==> config.mk <==
export PLATFORM = sky130hd
export DESIGN_NAME = pin_function_controller
export DESIGN_NICKNAME = d
export VERILOG_FILES = /design/src/rtl/pin_function_pkg.sv /design/src/rtl/pin_slot_mux.sv /design/src/rtl/pin_function_controller.sv
export SDC_FILE = /design/constraint.sdc
export NUM_CORES = 1
export LEC_CHECK = 0
export BUFFER_PORTS_ARGS = -buffer_cell sky130_fd_sc_hd__buf_4
export CAP_MARGIN = 20
export CORE_AREA = 2 2 230 232
export CTS_CLUSTER_SIZE = 20
export DETAILED_ROUTE_END_ITERATION = 10
export DIE_AREA = 0 0 232 234
export GPL_TIMING_DRIVEN = 0
export PLACE_DENSITY = 0.56
export REMOVE_ABC_BUFFERS = 1
export SLEW_MARGIN = 10
export SYNTH_ARGS = -nofsm -noshare
export SYNTH_HDL_FRONTEND = slang
export SYNTH_HIERARCHICAL = 1
export SYNTH_SLANG_ARGS = --single-unit
==> constraint.sdc <==
create_clock -name pclk -period 1.3 [get_ports pclk]
set_input_delay 0.065 -clock pclk [delete_from_list [all_inputs] [get_ports pclk]]
set_output_delay 0.065 -clock pclk [all_outputs]
set_load 0.02 [all_outputs]
==> src/rtl/pin_function_pkg.sv <==
// Package: register map, reset values, write masks and pin function kinds
package pin_function_pkg;

  localparam int unsigned PORT_W = 16;
  localparam int unsigned ADDR_W = 32;
  localparam int unsigned DATA_W = 32;
  localparam int unsigned NREG   = 7;
  localparam int unsigned NCODE  = 4;

  // Register slots in the local file
  localparam logic [2:0] R_PA_DIR     = 3'h0;
  localparam logic [2:0] R_PB_DIR     = 3'h1;
  localparam logic [2:0] R_PA_FN_HIGH = 3'h2;
  localparam logic [2:0] R_PA_FN_LOW  = 3'h3;
  localparam logic [2:0] R_PB_FN_HIGH = 3'h4;
  localparam logic [2:0] R_PB_FN_LOW  = 3'h5;
  localparam logic [2:0] R_CAS_SEL    = 3'h6;

  // Printed register indices; byte address is four times the index
  localparam logic [27:0] REG_IDX [NREG] = '{
    28'h5ffffc4, 28'h5ffffc6, 28'h5ffffc8, 28'h5ffffca,
    28'h5ffffcc, 28'h5ffffce, 28'h5ffffee
  };

  // Power-on values
  localparam logic [15:0] RST [NREG] = '{
    16'h0000, 16'h0000, 16'h3302, 16'hff95, 16'h0000, 16'h0000, 16'h5fff
  };

  // Writable bits; the others keep their power-on value
  localparam logic [15:0] WMASK [NREG] = '{
    16'hffff, 16'hffff, 16'hfffd, 16'h55ff, 16'hffff, 16'hffff, 16'ha000
  };

  // Field positions
  localparam int unsigned PA_SINGLE_HI  = 8;
  localparam int unsigned PA_SINGLE_LO  = 4;
  localparam int unsigned PA_SINGLE_BIT = 8;
  localparam int unsigned HALF_PINS     = 8;
  localparam int unsigned CAS_UPPER_BIT = 15;
  localparam int unsigned CAS_LOWER_BIT = 13;

  // What a function code does with the pin
  typedef enum logic [2:0] {
    K_RSV   = 3'h0,
    K_IN    = 3'h1,
    K_INN   = 3'h2,
    K_OUT   = 3'h3,
    K_BIDIR = 3'h4,
    K_DIR   = 3'h5
  } kind_e;

endpackage

==> src/rtl/pin_slot_mux.sv <==
// One multiplexed pin: output select, drive enable, input sync and gating
`timescale 1ns/1ps
`default_nettype none
module pin_slot_mux
  import pin_function_pkg::*;
#(
  parameter logic [3:0][2:0] KINDS = '0
) (
  input  wire logic       pclk,
  input  wire logic       presetn,
  input  wire logic [1:0] sel,
  input  wire logic       dir,
  input  wire logic [3:0] slot_out,
  input  wire logic [3:0] slot_drive,
  input  wire logic       pin_in,
  output logic            pin_out,
  output logic            pin_oe_n,
  output logic [3:0]      slot_in
);

  logic  in_s1_q;
  logic  in_s2_q;
  logic  drive_en;
  kind_e kind;

  always_ff @(posedge pclk or negedge presetn) begin
    if (!presetn) begin
      in_s1_q <= 1'b0;
      in_s2_q <= 1'b0;
    end else begin
      in_s1_q <= pin_in;
      in_s2_q <= in_s1_q;
    end
  end

  always_comb begin
    kind = kind_e'(KINDS[sel]);
    case (kind)
      K_OUT:   drive_en = 1'b1;
      K_BIDIR: drive_en = slot_drive[sel];
      K_DIR:   drive_en = dir;
      default: drive_en = 1'b0;
    endcase
  end

  always_ff @(posedge pclk or negedge presetn) begin
    if (!presetn) begin
      pin_out  <= 1'b0;
      pin_oe_n <= 1'b1;
    end else begin
      pin_out  <= slot_out[sel];
      pin_oe_n <= !drive_en;
    end
  end

  // Unselected and reserved slots see their idle level
  for (genvar i = 0; i < 4; i++) begin : g_slot
    localparam logic IDLE = (kind_e'(KINDS[i]) == K_INN);
    localparam logic SEES = (kind_e'(KINDS[i]) != K_RSV) && (kind_e'(KINDS[i]) != K_OUT);
    always_ff @(posedge pclk or negedge presetn) begin
      if (!presetn) begin
        slot_in[i] <= IDLE;
      end else begin
        slot_in[i] <= (SEES && sel == 2'(i)) ? in_s2_q : IDLE;
      end
    end
  end

endmodule
`default_nettype wire

==> src/rtl/pin_function_controller.sv <==
// Pin function controller: APB register file and per-pin function muxes
`timescale 1ns/1ps
`default_nettype none

module pin_function_controller
  import pin_function_pkg::*;
(
  input  wire logic                                pclk,
  input  wire logic                                presetn,
  input  wire logic [pin_function_pkg::ADDR_W-1:0] paddr,
  input  wire logic                                psel,
  input  wire logic                                penable,
  input  wire logic                                pwrite,
  input  wire logic [pin_function_pkg::DATA_W-1:0] pwdata,
  input  wire logic [3:0]                          pstrb,
  output logic      [pin_function_pkg::DATA_W-1:0] prdata,
  output logic                                     pready,
  output logic                                     pslverr,
  input  wire logic [pin_function_pkg::PORT_W-1:0] pa_pin_in,
  output logic      [pin_function_pkg::PORT_W-1:0] pa_pin_out,
  output logic      [pin_function_pkg::PORT_W-1:0] pa_pin_oe_n,
  input  wire logic [3:0][pin_function_pkg::PORT_W-1:0] pa_fn_out,
  input  wire logic [3:0][pin_function_pkg::PORT_W-1:0] pa_fn_drive,
  output logic      [3:0][pin_function_pkg::PORT_W-1:0] pa_fn_in,
  input  wire logic [pin_function_pkg::PORT_W-1:0] pb_pin_in,
  output logic      [pin_function_pkg::PORT_W-1:0] pb_pin_out,
  output logic      [pin_function_pkg::PORT_W-1:0] pb_pin_oe_n,
  input  wire logic [3:0][pin_function_pkg::PORT_W-1:0] pb_fn_out,
  input  wire logic [3:0][pin_function_pkg::PORT_W-1:0] pb_fn_drive,
  output logic      [3:0][pin_function_pkg::PORT_W-1:0] pb_fn_in,
  input  wire logic                                chip_select_1_n,
  input  wire logic                                chip_select_3_n,
  input  wire logic                                column_strobe_upper_n,
  input  wire logic                                column_strobe_lower_n,
  output logic                                     cs1_pin_n,
  output logic                                     cs3_pin_n
);

  //////////////////////////////////////////////////////////////////////////////
  // Function tables: [pin] = {code3, code2, code1, code0}

  localparam logic [3:0][2:0] PA_KIND [PORT_W] = '{
    {K_RSV, K_DIR, K_OUT, K_DIR},   // 0: cs4 / capcomp a0
    {K_RSV, K_OUT, K_OUT, K_DIR},   // 1: cs5 / row strobe
    {K_RSV, K_DIR, K_OUT, K_DIR},   // 2: cs6 / capcomp b0
    {K_RSV, K_INN, K_OUT, K_DIR},   // 3: chip select 7 / wait
    {K_RSV, K_RSV, K_OUT, K_DIR},   // 4: write strobe lower
    {K_RSV, K_RSV, K_OUT, K_DIR},   // 5: write strobe upper
    {K_RSV, K_RSV, K_OUT, K_DIR},   // 6: read strobe
    {K_RSV, K_RSV, K_OUT, K_DIR},   // 7: bus grant
    {K_RSV, K_RSV, K_INN, K_DIR},   // 8: bus request
    {K_OUT, K_RSV, K_OUT, K_DIR},   // 9: address hold / irq out
    {K_RSV, K_DIR, K_BIDIR, K_DIR}, // 10: parity_lower / timer1_capcomp_a
    {K_RSV, K_DIR, K_BIDIR, K_DIR}, // 11: parity_upper / timer1_capcomp_b
    {K_OUT, K_IN, K_INN, K_DIR},    // 12: irq0 / timer clock a / dack0
    {K_INN, K_IN, K_INN, K_DIR},    // 13: irq1 / timer_clock_b / dreq0
    {K_OUT, K_RSV, K_INN, K_DIR},   // 14: irq2 / dma_acknowledge_1
    {K_INN, K_RSV, K_INN, K_DIR}    // 15: interrupt_input_3 / dma_request_1
  };

  localparam logic [3:0][2:0] PB_KIND [PORT_W] = '{
    {K_RSV, K_OUT, K_DIR, K_DIR},   // 0: timer2 capcomp a / pattern
    {K_RSV, K_OUT, K_DIR, K_DIR},   // 1: timer2 capcomp b
    {K_RSV, K_OUT, K_DIR, K_DIR},   // 2: timer3 capcomp a
    {K_RSV, K_OUT, K_DIR, K_DIR},   // 3: timer3 capcomp b
    {K_RSV, K_OUT, K_DIR, K_DIR},   // 4: timer4 capcomp a
    {K_RSV, K_OUT, K_DIR, K_DIR},   // 5: timer4 capcomp b
    {K_OUT, K_OUT, K_IN, K_DIR},    // 6: timer clock c / extra out a
    {K_OUT, K_OUT, K_IN, K_DIR},    // 7: timer_clock_d / timer4_extra_out_b
    {K_RSV, K_OUT, K_INN, K_DIR},   // 8: serial receive 0 / pattern
    {K_RSV, K_OUT, K_OUT, K_DIR},   // 9: serial transmit 0
    {K_RSV, K_OUT, K_INN, K_DIR},   // 10: serial receive 1
    {K_RSV, K_OUT, K_OUT, K_DIR},   // 11: serial_transmit_1 / pattern_output_11
    {K_OUT, K_BIDIR, K_INN, K_DIR}, // 12: irq4 / serial clock 0 / pattern
    {K_OUT, K_BIDIR, K_INN, K_DIR}, // 13: irq5 / serial_clock_1 / pattern
    {K_OUT, K_RSV, K_INN, K_DIR},   // 14: irq6 / pattern
    {K_OUT, K_RSV, K_INN, K_DIR}    // 15: irq7 / pattern
  };

  //////////////////////////////////////////////////////////////////////////////
  // Decoding

  function automatic logic [3:0] decode(input logic [ADDR_W-1:0] a);
    decode = 4'h0;
    for (int i = 0; i < NREG; i++) begin
      if (a == {2'b00, REG_IDX[i], 2'b00}) begin
        decode = {1'b1, 3'(i)};
      end
    end
  endfunction

  // Port A mixes two-bit and one-bit fields
  function automatic logic [1:0] pa_code_of(input logic [15:0] hi,
                                            input logic [15:0] lo,
                                            input int          n);
    if (n > PA_SINGLE_HI) begin
      pa_code_of = hi[2*(n-HALF_PINS) +: 2];
    end else if (n == PA_SINGLE_HI) begin
      pa_code_of = {1'b0, hi[0]};
    end else if (n >= PA_SINGLE_LO) begin
      pa_code_of = {1'b0, lo[2*(n-PA_SINGLE_LO)+PA_SINGLE_BIT]};
    end else begin
      pa_code_of = lo[2*n +: 2];
    end
  endfunction

  function automatic logic [1:0] pb_code_of(input logic [15:0] hi,
                                            input logic [15:0] lo,
                                            input int          n);
    if (n >= HALF_PINS) begin
      pb_code_of = hi[2*(n-HALF_PINS) +: 2];
    end else begin
      pb_code_of = lo[2*n +: 2];
    end
  endfunction

  logic [15:0] regs_q [NREG];
  logic [31:0] prdata_q;
  logic [3:0]  dec;
  logic        dec_hit;
  logic [2:0]  dec_idx;
  logic        wr_en;
  logic [1:0]  pa_code [PORT_W];
  logic [1:0]  pb_code [PORT_W];
  logic        cs1_q;
  logic        cs3_q;
  logic        boot_q;

  assign dec     = decode(paddr);
  assign dec_hit = dec[3];
  assign dec_idx = dec[2:0];
  assign wr_en   = psel && penable && pwrite && dec_hit;

  //////////////////////////////////////////////////////////////////////////////
  // APB slave: zero wait states, error on unmapped words

  // Unmapped words answer at once with an error, so a stray pointer cannot hang the bus
  assign pready  = psel && penable;
  assign pslverr = psel && penable && !dec_hit;
  assign prdata  = prdata_q;

  // Captured in setup so the data comes from a flop
  always_ff @(posedge pclk or negedge presetn) begin
    if (!presetn) begin
      prdata_q <= 32'h0;
    end else if (psel && !penable && !pwrite) begin
      prdata_q <= dec_hit ? {16'h0, regs_q[dec_idx]} : 32'h0;
    end
  end

  // presetn is the power-on reset; nothing else clears these
  always_ff @(posedge pclk or negedge presetn) begin
    if (!presetn) begin
      for (int i = 0; i < NREG; i++) begin
        regs_q[i] <= RST[i];
      end
    end else if (wr_en) begin
      // Byte lanes 0 and 1 only; reserved bits hold their value
      for (int b = 0; b < 2; b++) begin
        if (pstrb[b]) begin
          regs_q[dec_idx][8*b +: 8] <= (regs_q[dec_idx][8*b +: 8] & ~WMASK[dec_idx][8*b +: 8])
                                     | (pwdata[8*b +: 8] & WMASK[dec_idx][8*b +: 8]);
        end
      end
    end
  end

  //////////////////////////////////////////////////////////////////////////////
  // Per-pin muxes for both ports

  for (genvar n = 0; n < PORT_W; n++) begin : g_pin
    logic [3:0] a_out;
    logic [3:0] a_drv;
    logic [3:0] a_in;
    logic [3:0] b_out;
    logic [3:0] b_drv;
    logic [3:0] b_in;

    // Selection is purely by register, never by chip mode
    assign pa_code[n] = pa_code_of(regs_q[R_PA_FN_HIGH], regs_q[R_PA_FN_LOW], n);
    assign pb_code[n] = pb_code_of(regs_q[R_PB_FN_HIGH], regs_q[R_PB_FN_LOW], n);

    for (genvar c = 0; c < NCODE; c++) begin : g_code
      assign a_out[c]       = pa_fn_out[c][n];
      assign a_drv[c]       = pa_fn_drive[c][n];
      assign pa_fn_in[c][n] = a_in[c];
      assign b_out[c]       = pb_fn_out[c][n];
      assign b_drv[c]       = pb_fn_drive[c][n];
      assign pb_fn_in[c][n] = b_in[c];
    end

    // Direction bit only reaches pins whose kind is K_DIR
    pin_slot_mux #(
      .KINDS(PA_KIND[n])
    ) u_pa (
      .pclk      (pclk),
      .presetn   (presetn),
      .sel       (pa_code[n]),
      .dir       (regs_q[R_PA_DIR][n]),
      .slot_out  (a_out),
      .slot_drive(a_drv),
      .pin_in    (pa_pin_in[n]),
      .pin_out   (pa_pin_out[n]),
      .pin_oe_n  (pa_pin_oe_n[n]),
      .slot_in   (a_in)
    );

    pin_slot_mux #(
      .KINDS(PB_KIND[n])
    ) u_pb (
      .pclk      (pclk),
      .presetn   (presetn),
      .sel       (pb_code[n]),
      .dir       (regs_q[R_PB_DIR][n]),
      .slot_out  (b_out),
      .slot_drive(b_drv),
      .pin_in    (pb_pin_in[n]),
      .pin_out   (pb_pin_out[n]),
      .pin_oe_n  (pb_pin_oe_n[n]),
      .slot_in   (b_in)
    );
  end

  //////////////////////////////////////////////////////////////////////////////
  // Chip select / column strobe pins, output only

  always_ff @(posedge pclk or negedge presetn) begin
    if (!presetn) begin
      cs1_q <= 1'b1;
      cs3_q <= 1'b1;
    end else begin
      cs1_q <= regs_q[R_CAS_SEL][CAS_UPPER_BIT] ? column_strobe_upper_n : chip_select_1_n;
      cs3_q <= regs_q[R_CAS_SEL][CAS_LOWER_BIT] ? column_strobe_lower_n : chip_select_3_n;
    end
  end

  assign cs1_pin_n = cs1_q;
  assign cs3_pin_n = cs3_q;

  //////////////////////////////////////////////////////////////////////////////
  // Checks

  // Low only in the first cycle after power-on, for the reset value check
  always_ff @(posedge pclk or negedge presetn) begin
    if (!presetn) begin
      boot_q <= 1'b0;
    end else begin
      boot_q <= 1'b1;
    end
  end
endmodule
`default_nettype wire

==> flow_summary.ini <==
[run_status]
status = finished, violations left
violations = setup timing

[clock_tree]
htree_levels = 2
cts_tree = done
cts_buffer_depth = 3
cts_made_buffers = 39
cts_root_buf = clkbuf_16
clk_latency_ns = 0.56
clkTransAtPathRegs_ns = 0.06
cts_sinks = 322

[power]
p_total_mw = 23.42
ir_worst_vdd_mv = 0.6741
p_per_area_mw_per_mm2 = 1026
p_leak_nw = 10.26

[logic_synthesis]
syn_inst = 1158
synth_ff_type = dfrtp_1
synth_seq_area_share = 0.5821
synth.avg_cell_area_um2 = 12.10
synth.distinct_cells = 69
ys_async_sr_fraction = 1.000
synth_edf_count = 0
ys_ff_latch = 322
ys_warn_count = 6
syn-cell-area_mm2 = 0.01401

[critical_path]
worst_setup_path_start_kind = input port
crit_path_cell_trace = buf_6 -> nand4bb_4 -> buf_6 -> or4_4 -> or4_4 -> o22a_1 -> o211ai_1 -> o211ai_1
rrSetupSlack_ns = -0.08
arrival_ns = 2.31
crit_family = simple AND/OR/NAND/NOR gates
worstSetupEndpointType = flip-flop
ff2ff_path_depth = 5
crit_type = input port to flip-flop
path_buf_inv = 2
slowest_delay_ns = 0.67
crit_slowest_cell = or4_4
r2r-start = regs_q[80]
crit_required_ns = 1.73
r2r-end = prdata[0]
crit_fanout = 5

[placement]
place_hpwl_um = 33280
portBuffers = 396
place_area_mm2 = 0.01738
dp.cells = 2178
routabilityCongestion = 0.8069
dp_slack_ns = -1.905

[routing]
wl_um = 51370
avgViaCountPerCell = 4.616
antenna_left = 0
wire_per_inst_um = 20.07
drtPass1Iterations = 5
vias = 11820
drt_iter0_drc = 780
route.detailed.drc = 0

[floorplan]
die_w_um = 232
die_area_mm2 = 0.05429
boundaryPins = 593
start_util = 0.2693
die_h_um = 234
coreArea_mm2 = 0.05202
num_rows = 84

[sta]
slew_violations = 0
rsz0062_at_grt = true
hold_viol = 0
worst_slew_pin_slew_ns = 1.007
min_period_ns = 1.880
worst_slack_ns = -0.5797
relSlewSlack = 0.3272
hold_ws_ns = 0.04636
setup_viol = 116
skew_ns = 0.01175
timing.final.crit_share = 1.446
fmax_mhz = 532.0

[min_path]
hp-class = input port to flip-flop
holdPathStages = 4
hold_start = pb_fn_drive[14]
worstHoldEndpoint = g_pin[14].u_pb/pin_oe_n

[grt]
grt_pass1_vias = 12150
antenna_found_initial = 11
grt_max_degree = 108
grt_pass1_wl_um = 74270
grt_overflow = 0
grt_use_total = 0.1830

[final_layout]
fin_nets = 2236
nFillCells = 4703
area_delta_synth_final_pct = 62.96
layout-drive-gt1-share = 0.4799
fin_area_mm2 = 0.02283
instances_no_fill = 2560

[run]
cap_violations = 0
==> where the power goes <==
group,internal (mW),total (mW),switching (mW)
clock network,6.44,10.8,4.35
registers,10.3,10.3,0.0656
logic,1.22,2.31,1.09
==> timing repair <==
item,CTS,global route
hold endpoints to repair,341,101
gates resized for setup,205,116
setup endpoints to repair,158,345
hold buffers,190,1
pin swaps,75,52
gates cloned,8,3
setup buffers,87,24
==> synthesized netlist by cell type, drive strengths merged (3+ instances only) <==
master / number / area, µm²
mux2: 11 / 123.9
a2bb2oi: 4 / 41.29
a211o: 5 / 43.79
o32a: 6 / 60.06
nor3b: 32 / 240.2
mux2i: 19 / 215.2
mux4: 38 / 878.3
nor4: 9 / 120.1
a31oi: 4 / 25.02
o31ai: 3 / 22.52
inv: 39 / 146.4
clkbuf: 39 / 146.4
nand2b: 6 / 37.54
and3: 12 / 75.07
dfstp: 79 / 2076
o22ai: 5 / 31.28
o21bai: 8 / 60.06
nand4: 13 / 115.1
a21o: 8 / 60.06
o211ai: 10 / 75.07
and3b: 9 / 90.09
dfrtp: 243 / 6081
nor3: 7 / 61.31
ha: 32 / 400.4
and4: 5 / 43.79
nor2: 36 / 147.6
nand2: 130 / 488.0
buf: 94 / 680.7
a22oi: 3 / 22.52
or3b: 12 / 105.1
o21ai: 81 / 405.4
o22a: 3 / 26.28
or4: 3 / 26.27
and2: 15 / 93.84
conb: 32 / 120.1
a21oi: 55 / 282.8
nand3: 28 / 140.1
==> registers in the layout, summed over array words and instances, names as in the netlist, 16 cells and up <==
register	cells
g_pin.u_pa/pin_out	16
g_pin.u_pb/pin_out	16
g_pin.u_pa/in_s1_q	16
pa_code	27
g_pin.u_pb/in_s2_q	16
prdata	16
g_pin.u_pa/slot_in	32
g_pin.u_pb/slot_in	32
g_pin.u_pa/pin_oe_n	16
pb_code	32
regs_q	53
g_pin.u_pb/in_s1_q	16
g_pin.u_pb/pin_oe_n	16
g_pin.u_pa/in_s2_q	16
==> layout by cell type, fill, tap and decap left out, types with 8 or more instances in the layout <==
cell type	n
dfrtp_1	231
o21ai_1	28
dlygate4sd3_1	185
dfstp_2	79
buf_6	88
clkbuf_16	42
nand2_1	95
clkbuf_8	10
buf_4	403
dfrtp_2	12
and3b_2	9
conb_1	96
nand3_2	13
nand4_1	9
clkinv_2	8
nor2_1	22
nor3b_1	31
buf_12	18
ha_1	29
o21ai_0	34
o21bai_1	8
nand2_4	10
and2_1	13
clkbuf_1	8
mux2_2	10
nand3_1	12
o211ai_1	10
mux2i_1	17
inv_1	37
nand2_2	23
o21ai_2	19
mux4_2	34
a21oi_1	28
nor2_4	9
a21oi_2	26
a21o_1	8
==> layer usage <==
layer / share of wire / GRT usage / up-vias
met3: 0.077 / 0.04925 / 146
met1: 0.38 / 0.2163 / 5874
met4: 0.041 / 0.08073 / 16
met5: 0.0018 / 0 / -
li1: - / - / 5243
met2: 0.50 / 0.3122 / 539
==> layout make-up <==
type	count	area, µm²	share of cell area
diodes	3	7.507	0.0003288
repair buffers	703	6434	0.2818
multi-input cells	734	5933	0.2598
clock buffers	58	1169	0.05118
inverters	39	146.4	0.006411
clock inverters	13	112.6	0.004932
well taps	688	860.8	0.03770
flip-flops and latches	322	8172	0.3579
==> worst reg2reg max path: stages, from the launching register on <==
cell and delay, ns:
dfrtp_1 0.36, inv_1 0.09, nor4_1 0.30, o21ai_1 0.10
a41o_1 0.24, o31ai_1 0.19
==> logic make-up after synthesis <==
kind of cell,count (synthesis),share of synthesized area
AOI/OAI and AO/OA,205,0.08867
adders and majority gates,32,0.02857
buffers and inverters,172,0.06947
DFF,322,0.5821
muxes,68,0.08688
other,32,0.008573
and+or+nand+nor,327,0.1357
==> per-stage QoR <==
stage | utilization | setup TNS [ns]
5_1_grt | 0.4388 | -49.52
4_1_cts | 0.4283 | -63.78
3_5_place_dp | 0.3341 | -190.12
6_report | 0.4389 | -45.51
3_3_place_gp | 0.3317 | -1060.21
2_1_floorplan | - | -103.60
==> worst max-delay path by stage <==
stage          startpoint                endpoint  slack [ns]  cells after the start
3_5_place_dp    paddr[30]             pa_code[29]       -1.90                      7
2_1_floorplan   paddr[30]              prdata[11]       -1.19                      6
6_report        paddr[29]              prdata[11]       -0.58                      8
4_1_cts         paddr[27]              prdata[13]       -0.46                      8
5_1_grt         paddr[29]              prdata[11]       -0.61                      8
3_3_place_gp      presetn  g_pin[15].u_pb/pin_out       -2.95                      1
Note: power is estimated with default switching activity, not from simulation.
